==> config.mk <==
export PLATFORM = sky130hd
export DESIGN_NAME = dats_trig_ctl
export DESIGN_NICKNAME = d
export VERILOG_FILES = /design/src/dats_pkg.sv /design/src/dats_link_if.sv /design/src/dats_link.sv /design/src/dats_sync.sv /design/src/dats_trig_ctl.sv
export VERILOG_INCLUDE_DIRS = /design/src
export SDC_FILE = /design/constraint.sdc
export NUM_CORES = 1
export LEC_CHECK = 0
export BUFFER_PORTS_ARGS = -buffer_cell sky130_fd_sc_hd__buf_2
export CAP_MARGIN = 20
export CORE_AREA = 5 5 241 243
export CTS_BUF_LIST = sky130_fd_sc_hd__clkbuf_8
export DETAILED_ROUTE_END_ITERATION = 8
export DIE_AREA = 0 0 246 248
export GPL_ROUTABILITY_DRIVEN = 0
export PLACE_DENSITY = 0.68
export SYNTH_ARGS = -nofsm -noshare
export SYNTH_HDL_FRONTEND = slang
export SYNTH_HIERARCHICAL = 1
export SYNTH_SLANG_ARGS = --single-unit
==> constraint.sdc <==
create_clock -name clk_i -period 9.1 [get_ports clk_i]
set_clock_uncertainty 0.15 [all_clocks]
set_input_delay 0.91 -clock clk_i [delete_from_list [all_inputs] [get_ports clk_i]]
set_output_delay 0.91 -clock clk_i [all_outputs]
set_load 0.02 [all_outputs]
==> src/dats_regs.svh <==
// Register map, field positions, reset values and timing constants
`ifndef DATS_REGS_SVH
`define DATS_REGS_SVH
`define DATS_A_CTRL 6'h00
`define DATS_A_CFG 6'h01
`define DATS_A_TWORD 6'h02
`define DATS_A_TCNT 6'h03
`define DATS_A_TDLY 6'h04
`define DATS_A_SDLY 6'h05
`define DATS_A_PER 6'h06
`define DATS_A_CDLY 6'h07
`define DATS_A_CWID 6'h08
`define DATS_A_EXPECT 6'h09
`define DATS_A_STATUS 6'h0A
`define DATS_A_LAST 6'h0B
`define DATS_CTRL_RUN 0
`define DATS_CTRL_STOP 1
`define DATS_CTRL_SAMPLE 2
`define DATS_CFG_PAIR 0
`define DATS_CFG_RTC 1
`define DATS_CFG_AUTO 2
`define DATS_CFG_ABORT 3
`define DATS_CFG_SOE 4
`define DATS_CFG_QUAL 5
`define DATS_CFG_ARM 7
`define DATS_CFG_ESTOP 9
`define DATS_CFG_NEGCLK 10
`define DATS_STAT_REJ 0
`define DATS_STAT_ERR 1
`define DATS_STAT_RMET 2
`define DATS_STAT_BUSY 3
`define DATS_STAT_STATE 4
`define DATS_MODE_IGNORE 2'h0
`define DATS_MODE_HIGH 2'h1
`define DATS_MODE_LOW 2'h2
`define DATS_RST_CFG 11'h000
`define DATS_RST_TCNT 8'h01
`define DATS_RST_TDLY 16'h0002
`define DATS_RST_SDLY 16'h00FF
`define DATS_RST_PER 16'h0190
`define DATS_RST_DLY 16'h0000
`define DATS_CLK_NS 32'h0000_0032
`define DATS_DLY_PCT 32'h0000_005F
`define DATS_DLY_SUB_NS 32'h0000_000B
`define DATS_PCT_BASE 32'h0000_0064
`endif

==> src/dats_pkg.sv <==
// Types shared by the trigger synchronisation modules
package dats_pkg;
  typedef enum logic [2:0] {
    DATS_IDLE, DATS_ARMWAIT, DATS_COUNT, DATS_PAIRWAIT,
    DATS_TDELAY, DATS_CAPTURE, DATS_DONE
  } dats_state_t;
  typedef struct packed {
    logic ack;
    logic [31:0] rdat;
    logic [10:0] cfg;
    logic [31:0] tword;
    logic [7:0] tcnt;
    logic [15:0] tdly;
    logic [15:0] sdly;
    logic [15:0] per;
    logic [15:0] cdly;
    logic [15:0] cwid;
    logic [31:0] expect_w;
    logic reject;
    dats_state_t st;
    logic sclk_prev;
    logic arm_prev;
    logic stop_prev;
    logic dly_on;
    logic [15:0] dly_cnt;
    logic [15:0] cnt;
    logic hit;
    logic err_seen;
    logic err_pulse;
    logic err_hold;
    logic sval;
    logic [31:0] sdat;
  } dats_core_t;
  typedef struct packed {
    logic run_t;
    logic stop_t;
    logic rearm_t;
    logic [2:0] rx_prev;
  } dats_link_t;
endpackage

==> src/dats_link_if.sv <==
// Event and level signals between the controller and the link end
`timescale 1ns/100ps
`default_nettype none
interface dats_link_if;
  logic run_p;
  logic stop_p;
  logic rearm_p;
  logic met;
  logic autoarm;
  logic r_run_p;
  logic r_stop_p;
  logic r_rearm_p;
  logic r_met;
  logic r_autoarm;
  modport ctl (output run_p, stop_p, rearm_p, met, autoarm,
    input r_run_p, r_stop_p, r_rearm_p, r_met, r_autoarm);
  modport lnk (input run_p, stop_p, rearm_p, met, autoarm,
    output r_run_p, r_stop_p, r_rearm_p, r_met, r_autoarm);
endinterface
`default_nettype wire

==> src/dats_link.sv <==
// Link end: toggles out for events, synchronised toggles back in
`timescale 1ns/100ps
`default_nettype none
module dats_link
  import dats_pkg::*;
(
  input wire logic clk_i,
  input wire logic rst_i,
  dats_link_if.lnk lk,
  output logic run_tgl_o,
  output logic stop_tgl_o,
  output logic rearm_tgl_o,
  output logic met_o,
  output logic autoarm_o,
  input wire logic run_tgl_i,
  input wire logic stop_tgl_i,
  input wire logic rearm_tgl_i,
  input wire logic met_i,
  input wire logic autoarm_i
);
  dats_link_t s;
  dats_link_t n;
  logic [4:0] rx;

  // Toggles survive any phase between the two units' own clocks
  dats_sync #(.W(5)) u_rx (
    .clk_i(clk_i),
    .rst_i(rst_i),
    .d_i({run_tgl_i, stop_tgl_i, rearm_tgl_i, met_i, autoarm_i}),
    .q_o(rx)
  );

  always_comb begin
    n = s;
    n.run_t = s.run_t ^ lk.run_p;
    n.stop_t = s.stop_t ^ lk.stop_p;
    n.rearm_t = s.rearm_t ^ lk.rearm_p;
    n.rx_prev = rx[4:2];
  end

  always_ff @(posedge clk_i) begin
    if (rst_i) begin
      s <= '0;
    end else begin
      s <= n;
    end
  end

  assign lk.r_run_p = rx[4] ^ s.rx_prev[2];
  assign lk.r_stop_p = rx[3] ^ s.rx_prev[1];
  assign lk.r_rearm_p = rx[2] ^ s.rx_prev[0];
  assign lk.r_met = rx[1];
  assign lk.r_autoarm = rx[0];
  assign run_tgl_o = s.run_t;
  assign stop_tgl_o = s.stop_t;
  assign rearm_tgl_o = s.rearm_t;
  assign met_o = lk.met;
  assign autoarm_o = lk.autoarm;
endmodule
`default_nettype wire

==> src/dats_sync.sv <==
// Two-flop synchroniser for inputs from outside the clock domain
`timescale 1ns/100ps
`default_nettype none
module dats_sync #(
  parameter int W = 1
) (
  input wire logic clk_i,
  input wire logic rst_i,
  input wire logic [W-1:0] d_i,
  output logic [W-1:0] q_o
);
  logic [1:0][W-1:0] s_r;
  logic [1:0][W-1:0] s_nxt;

  always_comb begin
    s_nxt = {s_r[0], d_i};
  end

  always_ff @(posedge clk_i) begin
    if (rst_i) begin
      s_r <= '0;
    end else begin
      s_r <= s_nxt;
    end
  end

  assign q_o = s_r[1];
endmodule
`default_nettype wire

==> src/dats_trig_ctl.sv <==
// Paired analyzer trigger and arming controller, one unit's side
//
// Decided for this implementation: the Wishbone interface to the registers and the register addresses.
`timescale 1ns/100ps
`default_nettype none
`include "dats_regs.svh"
module dats_trig_ctl (
  input wire logic clk_i,
  input wire logic rst_i,
  input wire logic wb_cyc_i,
  input wire logic wb_stb_i,
  input wire logic wb_we_i,
  input wire logic [7:0] wb_adr_i,
  input wire logic [3:0] wb_sel_i,
  input wire logic [31:0] wb_dat_i,
  output logic [31:0] wb_dat_o,
  output logic wb_ack_o,
  input wire logic samp_clk_i,
  input wire logic clk_qual_i,
  input wire logic trigger_arm_input_i,
  input wire logic ext_stop_n_i,
  input wire logic [31:0] chan_i,
  output logic link_run_tgl_o,
  output logic link_stop_tgl_o,
  output logic link_rearm_tgl_o,
  output logic link_met_o,
  output logic link_autoarm_o,
  input wire logic link_run_tgl_i,
  input wire logic link_stop_tgl_i,
  input wire logic link_rearm_tgl_i,
  input wire logic link_met_i,
  input wire logic link_autoarm_i,
  output logic sample_valid_o,
  output logic [31:0] sample_data_o,
  output logic capture_busy_o,
  output logic error_pulse_output_o,
  output logic error_hold_output_o
);
  import dats_pkg::*;

  dats_core_t s;
  dats_core_t n;
  dats_link_if lk();
  logic sync_clk, sync_qual, sync_arm, sync_stop_n;
  logic [31:0] sync_chan;
  logic [31:0] wd;
  logic [15:0] new_cdly;
  logic [16:0] target;
  logic wr, wr_bad, run_cmd, stop_cmd, samp_cmd;
  logic stop_any, run_any, rearm_ok;
  logic edge_seen, tick, qual_ok, samp, hit_now, arm_ok, estop, cmp_err;

  function automatic logic [31:0] wmerge(input logic [31:0] old,
      input logic [31:0] dat, input logic [3:0] sel);
    logic [31:0] r;
    r = old;
    for (int b = 0; b < 4; b++) begin
      if (sel[b]) begin
        r[b*8 +: 8] = dat[b*8 +: 8];
      end
    end
    return r;
  endfunction

  dats_sync #(.W(36)) u_pins (
    .clk_i(clk_i),
    .rst_i(rst_i),
    .d_i({samp_clk_i, clk_qual_i, trigger_arm_input_i, ext_stop_n_i,
      chan_i}),
    .q_o({sync_clk, sync_qual, sync_arm, sync_stop_n, sync_chan})
  );

  dats_link u_link (
    .clk_i(clk_i),
    .rst_i(rst_i),
    .lk(lk.lnk),
    .run_tgl_o(link_run_tgl_o),
    .stop_tgl_o(link_stop_tgl_o),
    .rearm_tgl_o(link_rearm_tgl_o),
    .met_o(link_met_o),
    .autoarm_o(link_autoarm_o),
    .run_tgl_i(link_run_tgl_i),
    .stop_tgl_i(link_stop_tgl_i),
    .rearm_tgl_i(link_rearm_tgl_i),
    .met_i(link_met_i),
    .autoarm_i(link_autoarm_i)
  );

  // Bus write lands on the edge where the master sees ack
  assign wr = s.ack && wb_cyc_i && wb_stb_i && wb_we_i;
  always_comb begin
    wd = '0;
    if (wr) begin
      wd = wmerge(32'h0000_0000, wb_dat_i, wb_sel_i);
    end
  end
  assign new_cdly = 16'(wmerge({16'h0000, s.cdly}, wb_dat_i, wb_sel_i));
  assign wr_bad = wr && wb_adr_i[7:2] == `DATS_A_CDLY &&
    32'(new_cdly) * `DATS_PCT_BASE + `DATS_DLY_SUB_NS * `DATS_PCT_BASE >
    `DATS_DLY_PCT * 32'(s.per);
  assign run_cmd = wr && wb_adr_i[7:2] == `DATS_A_CTRL &&
    wd[`DATS_CTRL_RUN];
  assign stop_cmd = wr && wb_adr_i[7:2] == `DATS_A_CTRL &&
    wd[`DATS_CTRL_STOP];
  assign samp_cmd = wr && wb_adr_i[7:2] == `DATS_A_CTRL &&
    wd[`DATS_CTRL_SAMPLE];

  // A local stop is refused while the partner holds autoarming
  assign lk.stop_p = stop_cmd && !lk.r_autoarm;
  assign lk.run_p = run_cmd;
  assign lk.autoarm = s.cfg[`DATS_CFG_AUTO];
  assign lk.met = s.st == DATS_PAIRWAIT && s.hit;
  assign stop_any = lk.stop_p || lk.r_stop_p;
  assign run_any = run_cmd || lk.r_run_p || lk.r_rearm_p;
  assign rearm_ok = s.cfg[`DATS_CFG_AUTO] &&
    !(s.cfg[`DATS_CFG_ABORT] && s.err_seen);
  assign lk.rearm_p = s.st == DATS_DONE && rearm_ok && !stop_any &&
    !run_any;

  // Sampling point is the clock edge plus this unit's own delay, so two
  // units with different delays sample skewed by the difference, each delay rounded up to whole 50 ns clocks
  assign target = {1'b0, s.cdly} +
    (s.cfg[`DATS_CFG_RTC] ? {1'b0, s.cwid} : 17'h00000);
  assign edge_seen = s.cfg[`DATS_CFG_NEGCLK] ? (s.sclk_prev && !sync_clk)
    : (!s.sclk_prev && sync_clk);
  assign tick = s.dly_on &&
    32'(s.dly_cnt) * `DATS_CLK_NS >= 32'(target);
  always_comb begin
    unique case (s.cfg[`DATS_CFG_QUAL +: 2])
      `DATS_MODE_HIGH: qual_ok = sync_qual;
      `DATS_MODE_LOW: qual_ok = !sync_qual;
      default: qual_ok = 1'b1;
    endcase
    unique case (s.cfg[`DATS_CFG_ARM +: 2])
      `DATS_MODE_HIGH: arm_ok = !s.arm_prev && sync_arm;
      `DATS_MODE_LOW: arm_ok = s.arm_prev && !sync_arm;
      default: arm_ok = 1'b1;
    endcase
  end
  assign samp = tick && qual_ok;
  assign hit_now = sync_chan == s.tword;
  assign cmp_err = s.cfg[`DATS_CFG_RTC] && sync_chan != s.expect_w;
  assign estop = s.cfg[`DATS_CFG_ESTOP] && s.stop_prev && !sync_stop_n;

  always_comb begin
    n = s;
    n.ack = wb_cyc_i && wb_stb_i && !s.ack;
    n.err_pulse = 1'b0;
    n.sval = 1'b0;
    n.sclk_prev = sync_clk;
    n.arm_prev = sync_arm;
    n.stop_prev = sync_stop_n;
    if (n.ack) begin
      unique case (wb_adr_i[7:2])
        `DATS_A_CFG: n.rdat = {21'h000000, s.cfg};
        `DATS_A_TWORD: n.rdat = s.tword;
        `DATS_A_TCNT: n.rdat = {24'h000000, s.tcnt};
        `DATS_A_TDLY: n.rdat = {16'h0000, s.tdly};
        `DATS_A_SDLY: n.rdat = {16'h0000, s.sdly};
        `DATS_A_PER: n.rdat = {16'h0000, s.per};
        `DATS_A_CDLY: n.rdat = {16'h0000, s.cdly};
        `DATS_A_CWID: n.rdat = {16'h0000, s.cwid};
        `DATS_A_EXPECT: n.rdat = s.expect_w;
        `DATS_A_STATUS: n.rdat = {25'h0000000, 3'(s.st),
          s.st != DATS_IDLE, lk.r_met, s.err_hold, s.reject};
        `DATS_A_LAST: n.rdat = s.sdat;
        default: n.rdat = 32'h0000_0000;
      endcase
    end
    if (wr) begin
      unique case (wb_adr_i[7:2])
        `DATS_A_CFG: n.cfg = 11'(wmerge({21'h000000, s.cfg}, wb_dat_i,
          wb_sel_i));
        `DATS_A_TWORD: n.tword = wmerge(s.tword, wb_dat_i, wb_sel_i);
        `DATS_A_TCNT: n.tcnt = 8'(wmerge({24'h000000, s.tcnt}, wb_dat_i,
          wb_sel_i));
        `DATS_A_TDLY: n.tdly = 16'(wmerge({16'h0000, s.tdly}, wb_dat_i,
          wb_sel_i));
        `DATS_A_SDLY: n.sdly = 16'(wmerge({16'h0000, s.sdly}, wb_dat_i,
          wb_sel_i));
        `DATS_A_PER: n.per = 16'(wmerge({16'h0000, s.per}, wb_dat_i,
          wb_sel_i));
        `DATS_A_CDLY: if (!wr_bad) n.cdly = new_cdly;
        `DATS_A_CWID: n.cwid = 16'(wmerge({16'h0000, s.cwid}, wb_dat_i,
          wb_sel_i));
        `DATS_A_EXPECT: n.expect_w = wmerge(s.expect_w, wb_dat_i,
          wb_sel_i);
        `DATS_A_STATUS: if (wd[`DATS_STAT_REJ]) n.reject = 1'b0;
        default: ;
      endcase
    end
    if (wr_bad) begin
      n.reject = 1'b1;
    end
    if (edge_seen) begin
      n.dly_on = 1'b1;
      n.dly_cnt = 16'h0000;
    end else if (tick) begin
      n.dly_on = 1'b0;
    end else if (s.dly_on) begin
      n.dly_cnt = s.dly_cnt + 16'h0001;
    end
    // Single sample touches nothing on the link
    if (samp_cmd) begin
      n.sval = 1'b1;
      n.sdat = sync_chan;
    end
    if (stop_any) begin
      n.st = DATS_IDLE;
    end else if (run_any) begin
      n.st = DATS_ARMWAIT;
      n.cnt = 16'h0000;
      n.err_seen = 1'b0;
      n.err_hold = 1'b0;
    end else begin
      unique case (s.st)
        DATS_IDLE: ;
        DATS_ARMWAIT: if (arm_ok) n.st = DATS_COUNT;
        DATS_COUNT: begin
          if (samp && hit_now) begin
            n.cnt = s.cnt + 16'h0001;
            if (n.cnt >= 16'(s.tcnt)) begin
              n.cnt = 16'h0000;
              n.hit = 1'b1;
              n.st = s.cfg[`DATS_CFG_PAIR] ? DATS_PAIRWAIT
                : DATS_TDELAY;
            end
          end
        end
        DATS_PAIRWAIT: begin
          if (samp) n.hit = hit_now;
          // Counter held until both sides show their condition met
          if (lk.met && lk.r_met) n.st = DATS_TDELAY;
        end
        DATS_TDELAY: begin
          if (samp) begin
            if (s.cnt >= s.tdly) begin
              n.cnt = 16'h0000;
              n.st = DATS_CAPTURE;
            end else begin
              n.cnt = s.cnt + 16'h0001;
            end
          end
        end
        DATS_CAPTURE: begin
          if (samp) begin
            n.sval = 1'b1;
            n.sdat = sync_chan;
            n.cnt = s.cnt + 16'h0001;
            if (n.cnt > s.sdly) n.st = DATS_DONE;
            if (cmp_err) begin
              n.err_pulse = 1'b1;
              n.err_hold = 1'b1;
              n.err_seen = 1'b1;
              if (s.cfg[`DATS_CFG_SOE]) n.st = DATS_DONE;
            end
          end
          if (estop) n.st = DATS_DONE;
        end
        DATS_DONE: begin
          n.st = DATS_IDLE;
          // Re-arm starts clean, or the old count would fire at once
          if (rearm_ok) begin
            n.st = DATS_ARMWAIT;
            n.cnt = 16'h0000;
            n.err_seen = 1'b0;
            n.err_hold = 1'b0;
          end
        end
      endcase
    end
  end

  always_ff @(posedge clk_i) begin
    if (rst_i) begin
      s <= '0;
      s.cfg <= `DATS_RST_CFG;
      s.tcnt <= `DATS_RST_TCNT;
      s.tdly <= `DATS_RST_TDLY;
      s.sdly <= `DATS_RST_SDLY;
      s.per <= `DATS_RST_PER;
      s.cdly <= `DATS_RST_DLY;
      s.cwid <= `DATS_RST_DLY;
      s.st <= DATS_IDLE;
    end else begin
      s <= n;
    end
  end

  assign wb_ack_o = s.ack;
  assign wb_dat_o = s.rdat;
  assign sample_valid_o = s.sval;
  assign sample_data_o = s.sdat;
  assign capture_busy_o = s.st != DATS_IDLE;
  assign error_pulse_output_o = s.err_pulse;
  assign error_hold_output_o = s.err_hold;
endmodule
`default_nettype wire

==> results.toml <==
[synthesis]
synth_top_flop_cell = "dfxtp_1"
syn_area_sq_um = 24700
yosysSeqAreaShare = 0.292
synth_edf_count = 0
synthTopCellsByArea = "dfxtp_1 29%, ha_1 13%, fa_1 6.2%"
synth_cells = 2790
synth_cell_types = 85
synth-async-reset-ratio = 0
synth_top_area_share = 0.292
ys_ff_latch = 360
post_synth.cell_area_avg_sq_um = 8.84
synth_fp_nets = 3213
yosys.area.top_type = "dfxtp_1"
yosysWarnings = 6

[clocking]
cts_resized = 0
clk_pin_slew_ns = 0.07
tritoncts = "built"
htree_levels = 2
cts_made_buffers = 56
clkSinkCount = 360
hold_buffers = 0
cts_buffer_depth = 3
root_buffer = "clkbuf_8"
clock_latency_ns = 0.65
post_cts_buffers = 0

[placement]
place_ws_ns = 1.09
dpl.cell_count = 3547
dp_hpwl_microns = 55900
numPortBuffers = 161
dpl-instance-area_sq_um = 25600

[floorplanning]
design.die.area_sq_um = 61000
core-area_sq_um = 55700
die_h_microns = 248
start_util = 0.443
die_w_microns = 246
ioPinCount = 164
row_count = 87

[global_route]
antenna_found_initial = 7
grt_pass1_wl_microns = 110000
grt_pass1_vias = 19700
grt_max_degree = 166
grt_usage = 0.226
grt-ovfl-total = 0

[final_layout]
layout_commonest_cell = "dfxtp_1"
nFillCells = 5332
stdcell_count = 3658
mostFrequentLayoutCells = "360 x dfxtp_1, 279 x inv_1, 256 x ha_1"
finalInstanceArea_sq_um = 26800
nNetsFinal = 3273
area_delta_synth_final_pct = 8.81
drive_above_1_share = 0.117

[route]
wl_per_cell_microns = 19.7
antenna_left = 0
vias_per_cell = 5.62
drt-total-wl_microns = 71900
drt_iter0_markers = 1915
drc_errors = 0
drtPass1Iterations = 7
via_count = 20600

[sta]
max-slew-margin-rel = 0.257
fmaxAchievable_mhz = 129
finalHoldViolCount = 0
fin_ws_ns = 1.36
period_share = 0.851
finalSetupTns_ns = 0
slew_violations = 0
rsz0062_at_grt = "false"
min_period_ns = 7.74
setup_viol = 0
tightest_slew_ns = 1.11

[flow_run]
cap_violations = 0

[setup_path]
reg2reg_slack_ns = 1.36
required_ns = 9.45
cp-start-kind = "register"
r2r-start = "s[149]$_SDFFE_PP1P_"
crit_arrival_ns = 8.09
path_class = "reg2reg"
end_kind = "register"
rr_endpoint = "s[126]$_SDFFE_PP0P_"
cp_max_fo = 8
reg2reg_depth = 26

[min_path]
min_path_cells = 1
min_path_type = "reg2reg"
hp-start = "u_pins/s_nxt[55]$_SDFF_PP0_"
whs_endpoint = "u_pins/q_o[19]$_SDFF_PP0_"

[power_and_ir_drop]
irDropWorstVdd_uv = 130
p_per_area_nw_per_um2 = 134
p_total_mw = 3.59
p_leak_nw = 12.5

[status]
outcome = "complete, no violations"
==> cells in the mapped netlist (17+ instances only) <==
cell type / n
a221oi_1: 17
o21ai_0: 51
inv_1: 266
nor2b_1: 109
xnor2_1: 122
xor2_1: 39
o211ai_1: 17
a22oi_1: 19
mux2i_1: 133
ha_1: 256
clkbuf_1: 89
a211oi_1: 33
a21o_1: 46
nand4_1: 45
mux2_2: 23
nand3_1: 80
a21oi_1: 147
nor2_1: 240
a222oi_1: 19
buf_4: 66
nand2_1: 214
fa_1: 77
nor3_1: 23
dfxtp_1: 360
o21a_1: 22
and2_1: 33
==> worst max-delay path, stage by stage, from the launching register on <==
cell and delay (ns):
dfxtp_1 0.62, fa_1 0.51, fa_1 0.47, fa_1 0.55, inv_1 0.05, fa_1 0.51, inv_1 0.04, ha_1 0.36
a21oi_1 0.23, nand2_1 0.07, o221ai_1 0.24, nand2b_1 0.10, a21o_1 0.22, a41o_1 0.27, o41a_1 0.34, a21oi_1 0.19
xor2_1 0.28, ha_1 0.30, a21o_1 0.16, a21oi_1 0.19, nand2_1 0.07, nor2_1 0.10, a221oi_1 0.07, o21ai_0 0.63
o211a_1 0.54, mux2i_1 0.26, nor2_1 0.06
==> state kept, by name (all words and copies together), names as in the netlist, 3 cells and up <==
signal             count
s                    204
u_pins/q_o            36
u_pins/s_nxt          36
sample_data_o         32
wb_dat_o              32
u_link/u_rx/q_o        5
u_link/u_rx/s_nxt      5
u_link/s               3
==> per-layer routing <==
layer / vias up / GRT usage / part of all wire
met5: - / 0 / 0.00043
met4: 4 / 0.0825 / 0.033
met3: 158 / 0.0418 / 0.082
met2: 786 / 0.368 / 0.46
met1: 9888 / 0.302 / 0.42
li1: 9716 / - / -
==> worst max-delay path by stage <==
| stage | slack (ns) | from | endpoint |
|---|---|---|---|
| global placement | 1.21 | wb_sel_i[0] | s[138]$_SDFFE_PP0P_ |
| detailed placement | 1.09 | wb_sel_i[0] | s[126]$_SDFFE_PP0P_ |
| finish | 1.36 | s[149]$_SDFFE_PP1P_ | s[126]$_SDFFE_PP0P_ |
| global route | 1.01 | s[149]$_SDFFE_PP1P_ | s[125]$_SDFFE_PP0P_ |
| CTS | 1.41 | s[149]$_SDFFE_PP1P_ | s[126]$_SDFFE_PP0P_ |
| floorplan | 2.32 | wb_sel_i[0] | s[127]$_SDFFE_PP0P_ |
==> metrics by stage <==
| step | utilization | hold WS, ns |
|---|---|---|
| floorplan | - | 0.264 |
| global placement | 0.459 | 0.274 |
| detailed placement | 0.459 | 0.272 |
| CTS | 0.481 | 0.286 |
| global route | 0.482 | 0.304 |
| finish | 0.482 | 0.278 |
==> cell type report <==
cell class	count	area, sq um	area share
Tap cell	756	946	0.0352
Multi-Input combinational cell	1987	15500	0.577
Sequential cell	360	7210	0.269
Clock inverter	30	215	0.00802
Inverter	266	998	0.0372
Clock buffer	75	1030	0.0385
Antenna cell	5	12.5	0.000466
Timing Repair Buffer	179	948	0.0353
==> power by group <==
group / total [mW] / internal [mW] / switching (mW)
Clock: 1.48 / 0.800 / 0.679
Sequential: 1.63 / 1.60 / 0.0228
Combinational: 0.484 / 0.189 / 0.295
Total: 3.59 / 2.59 / 0.996
==> logic make-up (layout without fill, tap and decap cells) <==
family	Yosys count	after routing	share of synthesized area
simple gates	841	841	0.165
compound gates	482	482	0.134
buf+inv	443	550	0.0813
flops	360	360	0.292
fa+ha+maj	333	333	0.192
mux	170	170	0.0773
xor+xnor	161	161	0.0572
other cells	0	5	0
No activity file was read; power rests on OpenSTA's default activity.
